==> src/hw/thermo_conv_pkg.sv <==
// Shared constants, reset values and helpers for the temperature conversion sequencer
package thermo_conv_pkg;

	// ------------------------------------------------------------
	// Time base
	// ------------------------------------------------------------
	localparam int CLK_HZ            = 10_000_000;
	localparam int MS_PER_S          = 1000;
	// Cycles of sys_clk_in in one millisecond, derived from the clock rate
	localparam int CYCLES_PER_MS     = CLK_HZ / MS_PER_S;
	// Longest conversion at 9 bits, in ms; each extra bit doubles it
	localparam int CONV_TIME_9BIT_MS = 150;

	// ------------------------------------------------------------
	// Widths and field layout
	// ------------------------------------------------------------
	localparam int SENSOR_W   = 12;
	localparam int RESULT_W   = 16;
	localparam int ZERO_LSB_W = 4;
	localparam int RES_W      = 2;
	localparam int MS_CNT_W   = 12;

	// ------------------------------------------------------------
	// Reset values
	// ------------------------------------------------------------
	localparam logic [RES_W-1:0]    RES_RESET    = 2'h0;
	localparam logic [RESULT_W-1:0] RESULT_RESET = 16'h0000;
	localparam logic                OS_RESET     = 1'b0;

	// ------------------------------------------------------------
	// Resolution codes
	// ------------------------------------------------------------
	localparam logic [RES_W-1:0] RES_9BIT  = 2'h0;
	localparam logic [RES_W-1:0] RES_10BIT = 2'h1;
	localparam logic [RES_W-1:0] RES_11BIT = 2'h2;
	localparam logic [RES_W-1:0] RES_12BIT = 2'h3;

	// Result bits kept for each resolution; the four lowest are always clear
	function automatic logic [RESULT_W-1:0] keep_mask(input logic [RES_W-1:0] res);
		case (res)
			RES_9BIT:  keep_mask = 16'hFF80;
			RES_10BIT: keep_mask = 16'hFFC0;
			RES_11BIT: keep_mask = 16'hFFE0;
			default:   keep_mask = 16'hFFF0;
		endcase
	endfunction

	// Conversion length in ms: base time doubled once per extra bit
	function automatic logic [MS_CNT_W-1:0] conv_limit_ms(input int base_ms,
		input logic [RES_W-1:0] res);
		conv_limit_ms = MS_CNT_W'(base_ms) << res;
	endfunction

endpackage

==> src/hw/temp_conversion_result_shutdown.sv <==
// Background conversion sequencer with result storage and shutdown control
`timescale 1ns/1ns

// How it works
// Start converting right after power-up
// Resolution 9 to 12 bits, default 9
// Conversion time 150 ms doubling per bit
// Resolution taken from two select bits
// Store 16-bit two's-complement result each conversion
// Top result bit is the sign
// Result readable anytime, reads never disturb
// Four lowest result bits read zero
// Unused low bits below resolution read zero
// Bit weights 64 down to 1/16 degree
// Shutdown finishes current conversion, then stands by
// Shutdown entry clears thermostat in interrupt mode
// Registers stay reachable during shutdown
// Writing shutdown bit 0 resumes conversions
// Mode bit: 0 comparator, 1 interrupt
// Shutdown bit: 0 run, 1 standby; resets 0
// Select codes 00..11 map 9..12 bits, next conversion
module temp_conversion_result_shutdown
	import thermo_conv_pkg::*;
#(
	parameter int CYC_PER_MS = CYCLES_PER_MS,
	parameter int CONV_MS_9  = CONV_TIME_9BIT_MS
) (
	input  wire logic                sys_clk_in,
	input  wire logic                rst_in,
	input  wire logic [SENSOR_W-1:0] sensor_code_in,
	input  wire logic                resolution_select_lo_in,
	input  wire logic                resolution_select_hi_in,
	input  wire logic                standby_request_bit_in,
	input  wire logic                thermostat_behaviour_select_in,
	input  wire logic                os_set_in,
	input  wire logic                os_clear_in,
	output logic      [RESULT_W-1:0] temperature_result_out,
	output logic                     conversion_busy_out,
	output logic                     conversion_done_out,
	output logic                     thermostat_active_out
);

	// ------------------------------------------------------------
	// State
	// ------------------------------------------------------------
	// Two states only: converting, or standing by with the last result held
	typedef enum {ST_CONVERT, ST_STANDBY} conv_state_type;

	// Every flop of the block except the check counter cyc_q and the divider count inside u_timebase lives in this one record
	typedef struct packed {
		conv_state_type        state;
		logic [RES_W-1:0]      res;
		logic [MS_CNT_W-1:0]   ms_cnt;
		logic [SENSOR_W-1:0]   samp_s1;
		logic [SENSOR_W-1:0]   samp_s2;
		logic [SENSOR_W-1:0]   samp_s3;
		logic [SENSOR_W-1:0]   samp_ok;
		logic [RESULT_W-1:0]   result;
		logic                  busy;
		logic                  done;
		logic                  os;
	} core_type;

	// Registered record, its next value and the glue logic around it
	core_type              s_q;
	core_type              s_d;
	logic                  tick;
	logic                  restart;
	logic                  end_now;
	logic [RES_W-1:0]      cfg_res;
	logic [MS_CNT_W-1:0]   limit_ms;
	logic [RESULT_W-1:0]   fmt_word;

	// ------------------------------------------------------------
	// Leaf blocks
	// ------------------------------------------------------------
	// One tick per millisecond from the divider; the formatter is pure logic
	ms_timebase #(
		.CYC_PER_MS (CYC_PER_MS)
	) u_timebase (
		.sys_clk_in (sys_clk_in),
		.rst_in     (rst_in),
		.restart_in (restart),
		.tick_out   (tick)
	);

	result_formatter u_format (
		.raw_in   (s_q.samp_ok),
		.res_in   (s_q.res),
		.word_out (fmt_word)
	);

	// Select code straight from the two configuration bits
	assign cfg_res  = {resolution_select_hi_in, resolution_select_lo_in};
	assign limit_ms = conv_limit_ms(CONV_MS_9, s_q.res);
	// A conversion ends on the tick that completes its last millisecond; the
	// divider is realigned at every start, so each conversion lasts exactly
	// limit_ms whole milliseconds, the longest time allowed
	assign end_now  = (s_q.state == ST_CONVERT) && tick && (s_q.ms_cnt == limit_ms - 1'b1);

	// ------------------------------------------------------------
	// Next state
	// ------------------------------------------------------------
	// The sensor code comes from the analogue side and is several bits wide,
	// so two flops alone could hand over a torn word while it moves. A third
	// stage lets a code through only once two synchronised copies agree; a
	// conversion lasts many milliseconds, so the extra edges never matter
	always_comb begin
		s_d         = s_q;
		s_d.done    = 1'b0;
		restart     = 1'b0;
		s_d.samp_s1 = sensor_code_in;
		s_d.samp_s2 = s_q.samp_s1;
		s_d.samp_s3 = s_q.samp_s2;

		// Only a code that held still for a whole cycle becomes the sample
		if (s_q.samp_s2 == s_q.samp_s3) begin
			s_d.samp_ok = s_q.samp_s2;
		end

		// Thermostat event: set wins over a clear in the same cycle
		if (os_set_in) begin
			s_d.os = 1'b1;
		end else if (os_clear_in) begin
			s_d.os = 1'b0;
		end

		// Conversion end, standby entry and wake-up are all decided here
		case (s_q.state)
			ST_CONVERT: begin
				if (end_now) begin
					s_d.result = fmt_word;
					s_d.done   = 1'b1;
					s_d.ms_cnt = '0;
					// Standby is looked at only here, so a conversion always finishes
					if (standby_request_bit_in) begin
						s_d.state = ST_STANDBY;
						// Interrupt mode drops the output; comparator keeps it
						if (thermostat_behaviour_select_in) begin
							s_d.os = 1'b0;
						end
					end else begin
						s_d.res = cfg_res;
						restart = 1'b1;
					end
				end else if (tick) begin
					s_d.ms_cnt = s_q.ms_cnt + 1'b1;
				end
			end
			ST_STANDBY: begin
				// Result stays readable here; nothing in standby touches it
				if (!standby_request_bit_in) begin
					s_d.state  = ST_CONVERT;
					s_d.res    = cfg_res;
					s_d.ms_cnt = '0;
					restart    = 1'b1;
				end
			end
			// Unreachable codes fall back to a fresh conversion
			default: begin
				s_d.state = ST_CONVERT;
				restart   = 1'b1;
			end
		endcase
		// Busy follows the state that the record is about to hold
		s_d.busy = (s_d.state == ST_CONVERT);
	end

	// ------------------------------------------------------------
	// Registers
	// ------------------------------------------------------------
	// Reset lands directly in a conversion at 9 bits, no host needed
	// The whole record is loaded at once; reset is synchronous like the rest
	always_ff @(posedge sys_clk_in) begin
		if (rst_in) begin
			s_q.state   <= ST_CONVERT;
			s_q.res     <= RES_RESET;
			s_q.ms_cnt  <= '0;
			s_q.samp_s1 <= '0;
			s_q.samp_s2 <= '0;
			s_q.samp_s3 <= '0;
			s_q.samp_ok <= '0;
			s_q.result  <= RESULT_RESET;
			s_q.busy    <= 1'b1;
			s_q.done    <= 1'b0;
			s_q.os      <= OS_RESET;
		end else begin
			s_q <= s_d;
		end
	end

	// Outputs come straight from the state flops; reading is free of side
	// effects, so the host may sample the result in any cycle
	assign temperature_result_out = s_q.result;
	assign conversion_busy_out    = s_q.busy;
	assign conversion_done_out    = s_q.done;
	assign thermostat_active_out  = s_q.os;

	// ------------------------------------------------------------
	// Checks
	// ------------------------------------------------------------
	// Cycle counter since the last conversion start, read only by checks
	// It restarts with the divider, so it counts the cycles of one conversion
	int cyc_q;
	always_ff @(posedge sys_clk_in) begin
		if (rst_in || restart) begin
			cyc_q <= 0;
		end else begin
			cyc_q <= cyc_q + 1;
		end
	end
endmodule

==> src/hw/ms_timebase.sv <==
// Millisecond tick divider for the conversion timer
`timescale 1ns/1ns
module ms_timebase
	import thermo_conv_pkg::*;
#(
	parameter int CYC_PER_MS = CYCLES_PER_MS
) (
	input  wire logic sys_clk_in,
	input  wire logic rst_in,
	input  wire logic restart_in,
	output logic      tick_out
);
	localparam int CNT_W = (CYC_PER_MS > 1) ? $clog2(CYC_PER_MS) : 1;
	localparam logic [CNT_W-1:0] CNT_LAST = CNT_W'(CYC_PER_MS - 1);

	logic [CNT_W-1:0] cnt_q;
	logic [CNT_W-1:0] cnt_d;

	// ------------------------------------------------------------
	// Divider
	// ------------------------------------------------------------
	// Restart realigns the tick so a conversion lasts whole milliseconds
	always_comb begin
		cnt_d = cnt_q + 1'b1;
		if (restart_in || cnt_q == CNT_LAST) begin
			cnt_d = '0;
		end
	end

	always_ff @(posedge sys_clk_in) begin
		if (rst_in) begin
			cnt_q <= '0;
		end else begin
			cnt_q <= cnt_d;
		end
	end

	// Tick must not depend on restart, or the sequencer would form a loop
	assign tick_out = (cnt_q == CNT_LAST);
endmodule

==> src/hw/result_formatter.sv <==
// Packs a raw sensor code into the 16-bit two's-complement result word
`timescale 1ns/1ns
module result_formatter
	import thermo_conv_pkg::*;
(
	input  wire logic [SENSOR_W-1:0] raw_in,
	input  wire logic [RES_W-1:0]    res_in,
	output logic      [RESULT_W-1:0] word_out
);
	// ------------------------------------------------------------
	// Formatting
	// ------------------------------------------------------------
	// Raw code is in 1/16 degree steps, sign at the top; low nibble zero
	assign word_out = {raw_in, ZERO_LSB_W'(0)} & keep_mask(res_in);
endmodule

==> config.mk <==
export PLATFORM = sky130hd
export DESIGN_NAME = temp_conversion_result_shutdown
export DESIGN_NICKNAME = d
export VERILOG_FILES = /design/src/hw/thermo_conv_pkg.sv /design/src/hw/temp_conversion_result_shutdown.sv /design/src/hw/ms_timebase.sv /design/src/hw/result_formatter.sv
export SDC_FILE = /design/constraint.sdc
export NUM_CORES = 1
export LEC_CHECK = 0
export BUFFER_PORTS_ARGS = -buffer_cell sky130_fd_sc_hd__buf_2
export CAP_MARGIN = 20
export CELL_PAD_IN_SITES_DETAIL_PLACEMENT = 1
export CELL_PAD_IN_SITES_GLOBAL_PLACEMENT = 1
export CORE_AREA = 2 2 99 101
export DETAILED_ROUTE_END_ITERATION = 7
export DIE_AREA = 0 0 101 103
export GPL_TIMING_DRIVEN = 0
export HOLD_SLACK_MARGIN = 0.12
export PLACE_DENSITY_LB_ADDON = 0.1
export SLEW_MARGIN = 20
export SYNTH_ARGS = -nofsm -noshare
export SYNTH_HDL_FRONTEND = slang
export SYNTH_SLANG_ARGS = --single-unit
==> constraint.sdc <==
create_clock -name sys_clk_in -period 4.7 [get_ports sys_clk_in]
set_clock_uncertainty 0.15 [all_clocks]
set_input_delay 0.47 -clock sys_clk_in [delete_from_list [all_inputs] [get_ports sys_clk_in]]
set_output_delay 0.47 -clock sys_clk_in [all_outputs]
set_load 0.02 [all_outputs]
# ---- Word level (Yosys, flattened, before mapping)
# Cells that the tools add are included.
dict set report classes {
  n_addsub 3
  n_mul 0
  div 0
  magnitude_cmp 0
  eq_ne 10
  n_shift 1
  muxes 18
  bitwise_logic 2
  reduce_logical 13
}
# op count
set op_table {}
lappend op_table {{32-bit logical NOT} 3}
lappend op_table {{32-bit one-hot mux with 2 select lines} 1}
lappend op_table {{46-bit two-way mux} 1}
lappend op_table {{34-bit two-way mux} 1}
lappend op_table {{32-bit by 1-bit equality test with 1-bit output (second input constant)} 1}
lappend op_table {{32-bit two-way mux} 1}
lappend op_table {{14-bit one-hot mux with 2 select lines} 1}
lappend op_table {{12-bit equality test} 2}
lappend op_table {{12-bit two-way mux} 2}
lappend op_table {{7-bit one-hot mux with 3 select lines} 1}
lappend op_table {{16-bit bitwise AND} 1}
lappend op_table {{14-bit by 1-bit adder with 14-bit output (second input constant)} 1}
lappend op_table {{14-bit equality test (second input constant)} 1}
lappend op_table {{12-bit by 1-bit adder with 12-bit output (second input constant)} 1}
lappend op_table {{8-bit by 2-bit left shift with 12-bit output (first input constant)} 1}
lappend op_table {{12-bit by 1-bit subtractor with 12-bit output (second input constant)} 1}
lappend op_table {{1-bit two-way mux} 7}
lappend op_table {{2-bit inequality test (second input constant)} 3}
lappend op_table {{2-bit two-way mux} 2}
lappend op_table {{4-bit AND reduction} 1}
lappend op_table {{2-bit OR reduction} 2}
lappend op_table {{3-bit inequality test (second input constant)} 1}
lappend op_table {{3-bit AND reduction} 1}
lappend op_table {{2-bit by 1-bit equality test with 1-bit output (second input constant)} 1}
lappend op_table {{8 further kinds} 9}
dict set report word_totals {
  regBits 127
  latchBits 0
  ramBits 0
  romBits 0
  output_inout_bits 19
  memories 0
}

# ---- Logic depth before layout (Yosys ltp)
dict set report logic_depth {
  ltp_word 8
  ltp_mapped 9
  mapped_depth_nobuf 8
}

# ---- Cells and area by module
# From an unflattened synthesis, not the netlist that was laid out.
dict set report unflattened {
  hier_cells 467
  area_unflattened_um2 4840.9
}
# mod instances cells_each area_each_um2
set by_module_without_submodules {}
lappend by_module_without_submodules {temp_conversion_result_shutdown 1 382 4105.2}
lappend by_module_without_submodules {ms_timebase 1 68 613.1}
lappend by_module_without_submodules {result_formatter 1 17 122.6}

# ---- Worst setup path before layout
# No wires, ideal clock.
dict set report synth_path {
  path_kind {reg2reg}
  startpoint {register s_q[80] (netlist bit)}
  endpoint {register s_q (netlist bit temperature_result_out[10])}
  setup_time_ns 0.132
  arrival_time_ns 1.915
  required_time_ns 4.418
  slack_ns 2.502
  path_stages_with_launch 10
  path_buffers 1
  synth_period_minus_slack_ns 2.198
  path_cell_list {dfxtp_1 inv_1 ha_1 xor2_1 a2111oi_2 and4bb_1 nand3_1 clkbuf_1 nand2_1 a21oi_1}
}
dict set report synth_between {
  elab_chain_len 5
}
# item line
set synth_lines {}
lappend synth_lines {{from (decl)} temp_conversion_result_shutdown.sv:65} ;# core_type s_q;
lappend synth_lines {{8-bit by 2-bit left shift with 12-bit output} thermo_conv_pkg.sv:51} ;# conv_limit_ms = MS_CNT_W'(base_ms) << res;
lappend synth_lines {{12-bit by 1-bit subtractor with 12-bit output} temp_conversion_result_shutdown.sv:99} ;# assign end_now = (s_q.state == ST_CONVERT) && tick && (s_q.ms_cnt == limit_ms - 1'b1);
lappend synth_lines {{12-bit equality test} temp_conversion_result_shutdown.sv:99}
lappend synth_lines {{1-bit logical AND} temp_conversion_result_shutdown.sv:99}
lappend synth_lines {{2-bit AND reduction (no source line)} -}
# Every way passes these cells.
# A chain may end at the register's enable or synchronous reset.

# ---- Worst setup path after layout
dict set report layout_path {
  startpoint {register s_q[79] (netlist bit)}
  endpoint {register s_q (netlist bit temperature_result_out[6])}
}
dict set report layout_between {
  elab_chain_len 5
}
# item line
set layout_lines {}
lappend layout_lines {{8-bit by 2-bit left shift with 12-bit output} thermo_conv_pkg.sv:51}
lappend layout_lines {{12-bit by 1-bit subtractor with 12-bit output} temp_conversion_result_shutdown.sv:99}
lappend layout_lines {{12-bit equality test} temp_conversion_result_shutdown.sv:99}
lappend layout_lines {{1-bit logical AND} temp_conversion_result_shutdown.sv:99}
lappend layout_lines {{2-bit AND reduction (no source line)} -}
# Parallel ways exist; a longest one is shown, timed or not.

==> qor.txt <==
Status = finished clean
WP data arrival = 2.86 ns
Final WL = 9250 um
Rel. slew slack = 64.4%
CTS Root Cell = clkbuf_8
Die H = 103 um
Number of synthesized flops with an enable pin = 0
VDD IR max = 0.317 mV
Seq/Total Area, Yosys = 55.4%
DRC = 0
Count of warnings emitted by yosys = 0
H-tree depth = 4
Wire per inst = 14.0 um
GRT met3 Usage = 4.88%
Peak Freq = 379 MHz
Total leakage power = 2.32 nW
Core area = 0.00946 mm2
Kind of critical path = reg2reg
Final period util = 56.2%
Synth cell types = 43
Row count = 36
Hold Path Class = in2reg
Worst Setup End Kind = register
Fin. max-slew vios = 0
Clk slew on worst S/H paths = 0.06 ns
Layout cells sized above 1 = 17.5%
Sum of negative setup slack = 0 ns
Count of nets after finishing = 565
First-pass DRT Iterations = 4
Number of synthesized register bits = 123
Max-cap violations = 0
Mapped cell area = 0.00445 mm2
Avg Synthesized Cell Area = 10.2 um2
Final ANT Viol Nets = 0
# clock sinks = 123
Met2 Use GR = 33.8%
Slew @ Worst Pin = 0.526 ns
Asr flop ratio synth = 0%
Clock Latency Late Sink = 0.51 ns
Crit-path max FO = 10
Power Density = 439 mW/mm2
Post-Syn Instances = 436
Worst Setup Start Kind = register
Placer Congestion = 0.807
Final setup viols = 0
Largest net degree at the start of global routing = 17
Global route overflow = 0
Synth-to-Final Area Change = 26.4%
GR Util All Layers = 19.4%
First-pass GRT wire length = 15500 um
Num ports = 39
Port Buffer Count = 33
Post-route insts no fill = 663
Worst EP required = 4.92 ns
Die Wd = 101 um
Initial antenna violation count = 0
Die area = 0.0104 mm2
Dpl cells = 617
Synth Flop Type = dfxtp_1
Most Crowded Layer GR = met2
Vias per cell = 4.75
Ant. Diodes = 0
Met1 usage = 22.9%
CTS tree = done
CTS max path bufs = 2
Fin. Hold Viols = 0
RSZ-0062 raised after global routing = no
DP HPWL = 6200 um
Via Count = 3150
Crit path time final = 2.64 ns
Total CTS buffers = 17
Vias in the first global route = 3244
DR iter-0 viols = 54
Initial Util = 47.0%
[through the flow]
stage / area, um2 / setup WS [ns] / utilization [%] / hold WS [ns] / power [mW]
floorplan: 4570 / 2.50 / - / 0.264 / 1.15
global placement: 4880 / 2.15 / 51.6 / 0.272 / 1.17
detailed placement: 4880 / 2.08 / 51.6 / 0.278 / 1.17
CTS: 5620 / 2.03 / 59.4 / 0.124 / 2.49
global route: 5620 / 1.77 / 59.4 / 0.144 / 2.56
finish: 5620 / 2.06 / 59.4 / 0.141 / 2.47
[timing repair]
item                                   CTS  global route
hold buffers                            14             0
endpoints found under the hold margin   14             0
gates resized for setup                  0             0
buffers inserted                         0             0
[cell usage after synthesis, types with 4 or more instances]
library cell  number  area (um2)
clkbuf_1          10        37.5
xnor2_1           19         166
ha_1               9         113
nor2_1            44         165
inv_1              7        26.3
and3_1             7        43.8
nand4_1           11        68.8
buf_4             17         128
dfxtp_1          123        2460
buf_2              4        20.0
nor2b_1           39         244
xor2_1            18         158
nand2_1           39         146
nor4_1             7        43.8
nand3_1           13        65.1
a21oi_1           17        85.1
mux2i_1           12         120
[registers in the layout (all words and copies together), names as in the netlist]
| signal | cells |
|---|---|
| temperature_result_out | 12 |
| thermostat_active_out | 1 |
| conversion_busy_out | 1 |
| s_d | 24 |
| u_timebase.cnt_q | 14 |
| conversion_done_out | 1 |
| s_q | 70 |
[report_power, final]
part           switching, mW  internal [mW]  total, mW
Clock                  0.516          0.791       1.31
Sequential            0.0134           1.07       1.09
Combinational         0.0381         0.0378     0.0759
Total                  0.568           1.90       2.47
[final timing paths]
check | start | end | slack, ns | cells past startpoint
setup / recovery | s_q[79]$_SDFFE_PP0P_ | temperature_result_out[6]$_SDFFE_PP0P_ | 2.06 | 9
hold / removal | os_clear_in | thermostat_active_out$_SDFF_PP0_ | 0.14 | 4
hold reg to reg | s_d[52]$_SDFF_PP0_ | s_d[40]$_SDFF_PP0_ | 0.30 | 1
setup reg to reg | s_q[79]$_SDFFE_PP0P_ | temperature_result_out[6]$_SDFFE_PP0P_ | 2.06 | 9
[cells in the final DEF, fill, tap and decap left out, types with 7 or more instances in the layout]
cell	Yosys	final
xor2_1	18	18
clkbuf_1	10	10
buf_2	4	37
xnor2_1	19	19
and3_1	7	7
clkbuf_16	0	16
nand4_1	11	11
nand2_1	39	39
conb_1	1	35
nor2b_1	39	39
dfxtp_1	123	123
nand3_1	13	13
dlygate4sd3_1	0	14
inv_1	7	7
mux2i_1	12	12
buf_4	17	17
ha_1	9	9
nor4_1	7	7
nor2_1	44	44
a21oi_1	17	17
[critical path: stages, from the launching register on]
cell and delay [ns]:
dfxtp_1 0.48, inv_1 0.16, ha_1 0.31, xor2_1 0.16
o2111ai_1 0.16, and4bb_1 0.43, nand3_1 0.19, clkbuf_1 0.26
nand2_1 0.13, a21oi_1 0.07
[layer usage]
layer / vias up / share of wire (%)
li1: 1596 / -
met1: 1490 / 44
met2: 49 / 51
met3: 15 / 3.3
met4: 0 / 1.3
met5: - / 0
[logic make-up after synthesis]
group           synth area share, %
simple gates                   22.6
flops                          55.4
buf+inv                        5.01
xor+xnor                       7.29
compound gates                 4.45
mux                            2.70
fa+ha+maj                      2.53
other cells                  0.0843
[cell type report]
type	instances	area [um2]
timing repair buffer	47	305
fill	1063	3840
tap	114	143
multi-input combinational	308	1890
inverter	7	26.3
sequential	123	2460
clock buffer	18	428
clock inverter	14	171
buffer	32	196
No activity file was read; power rests on OpenSTA's default activity.
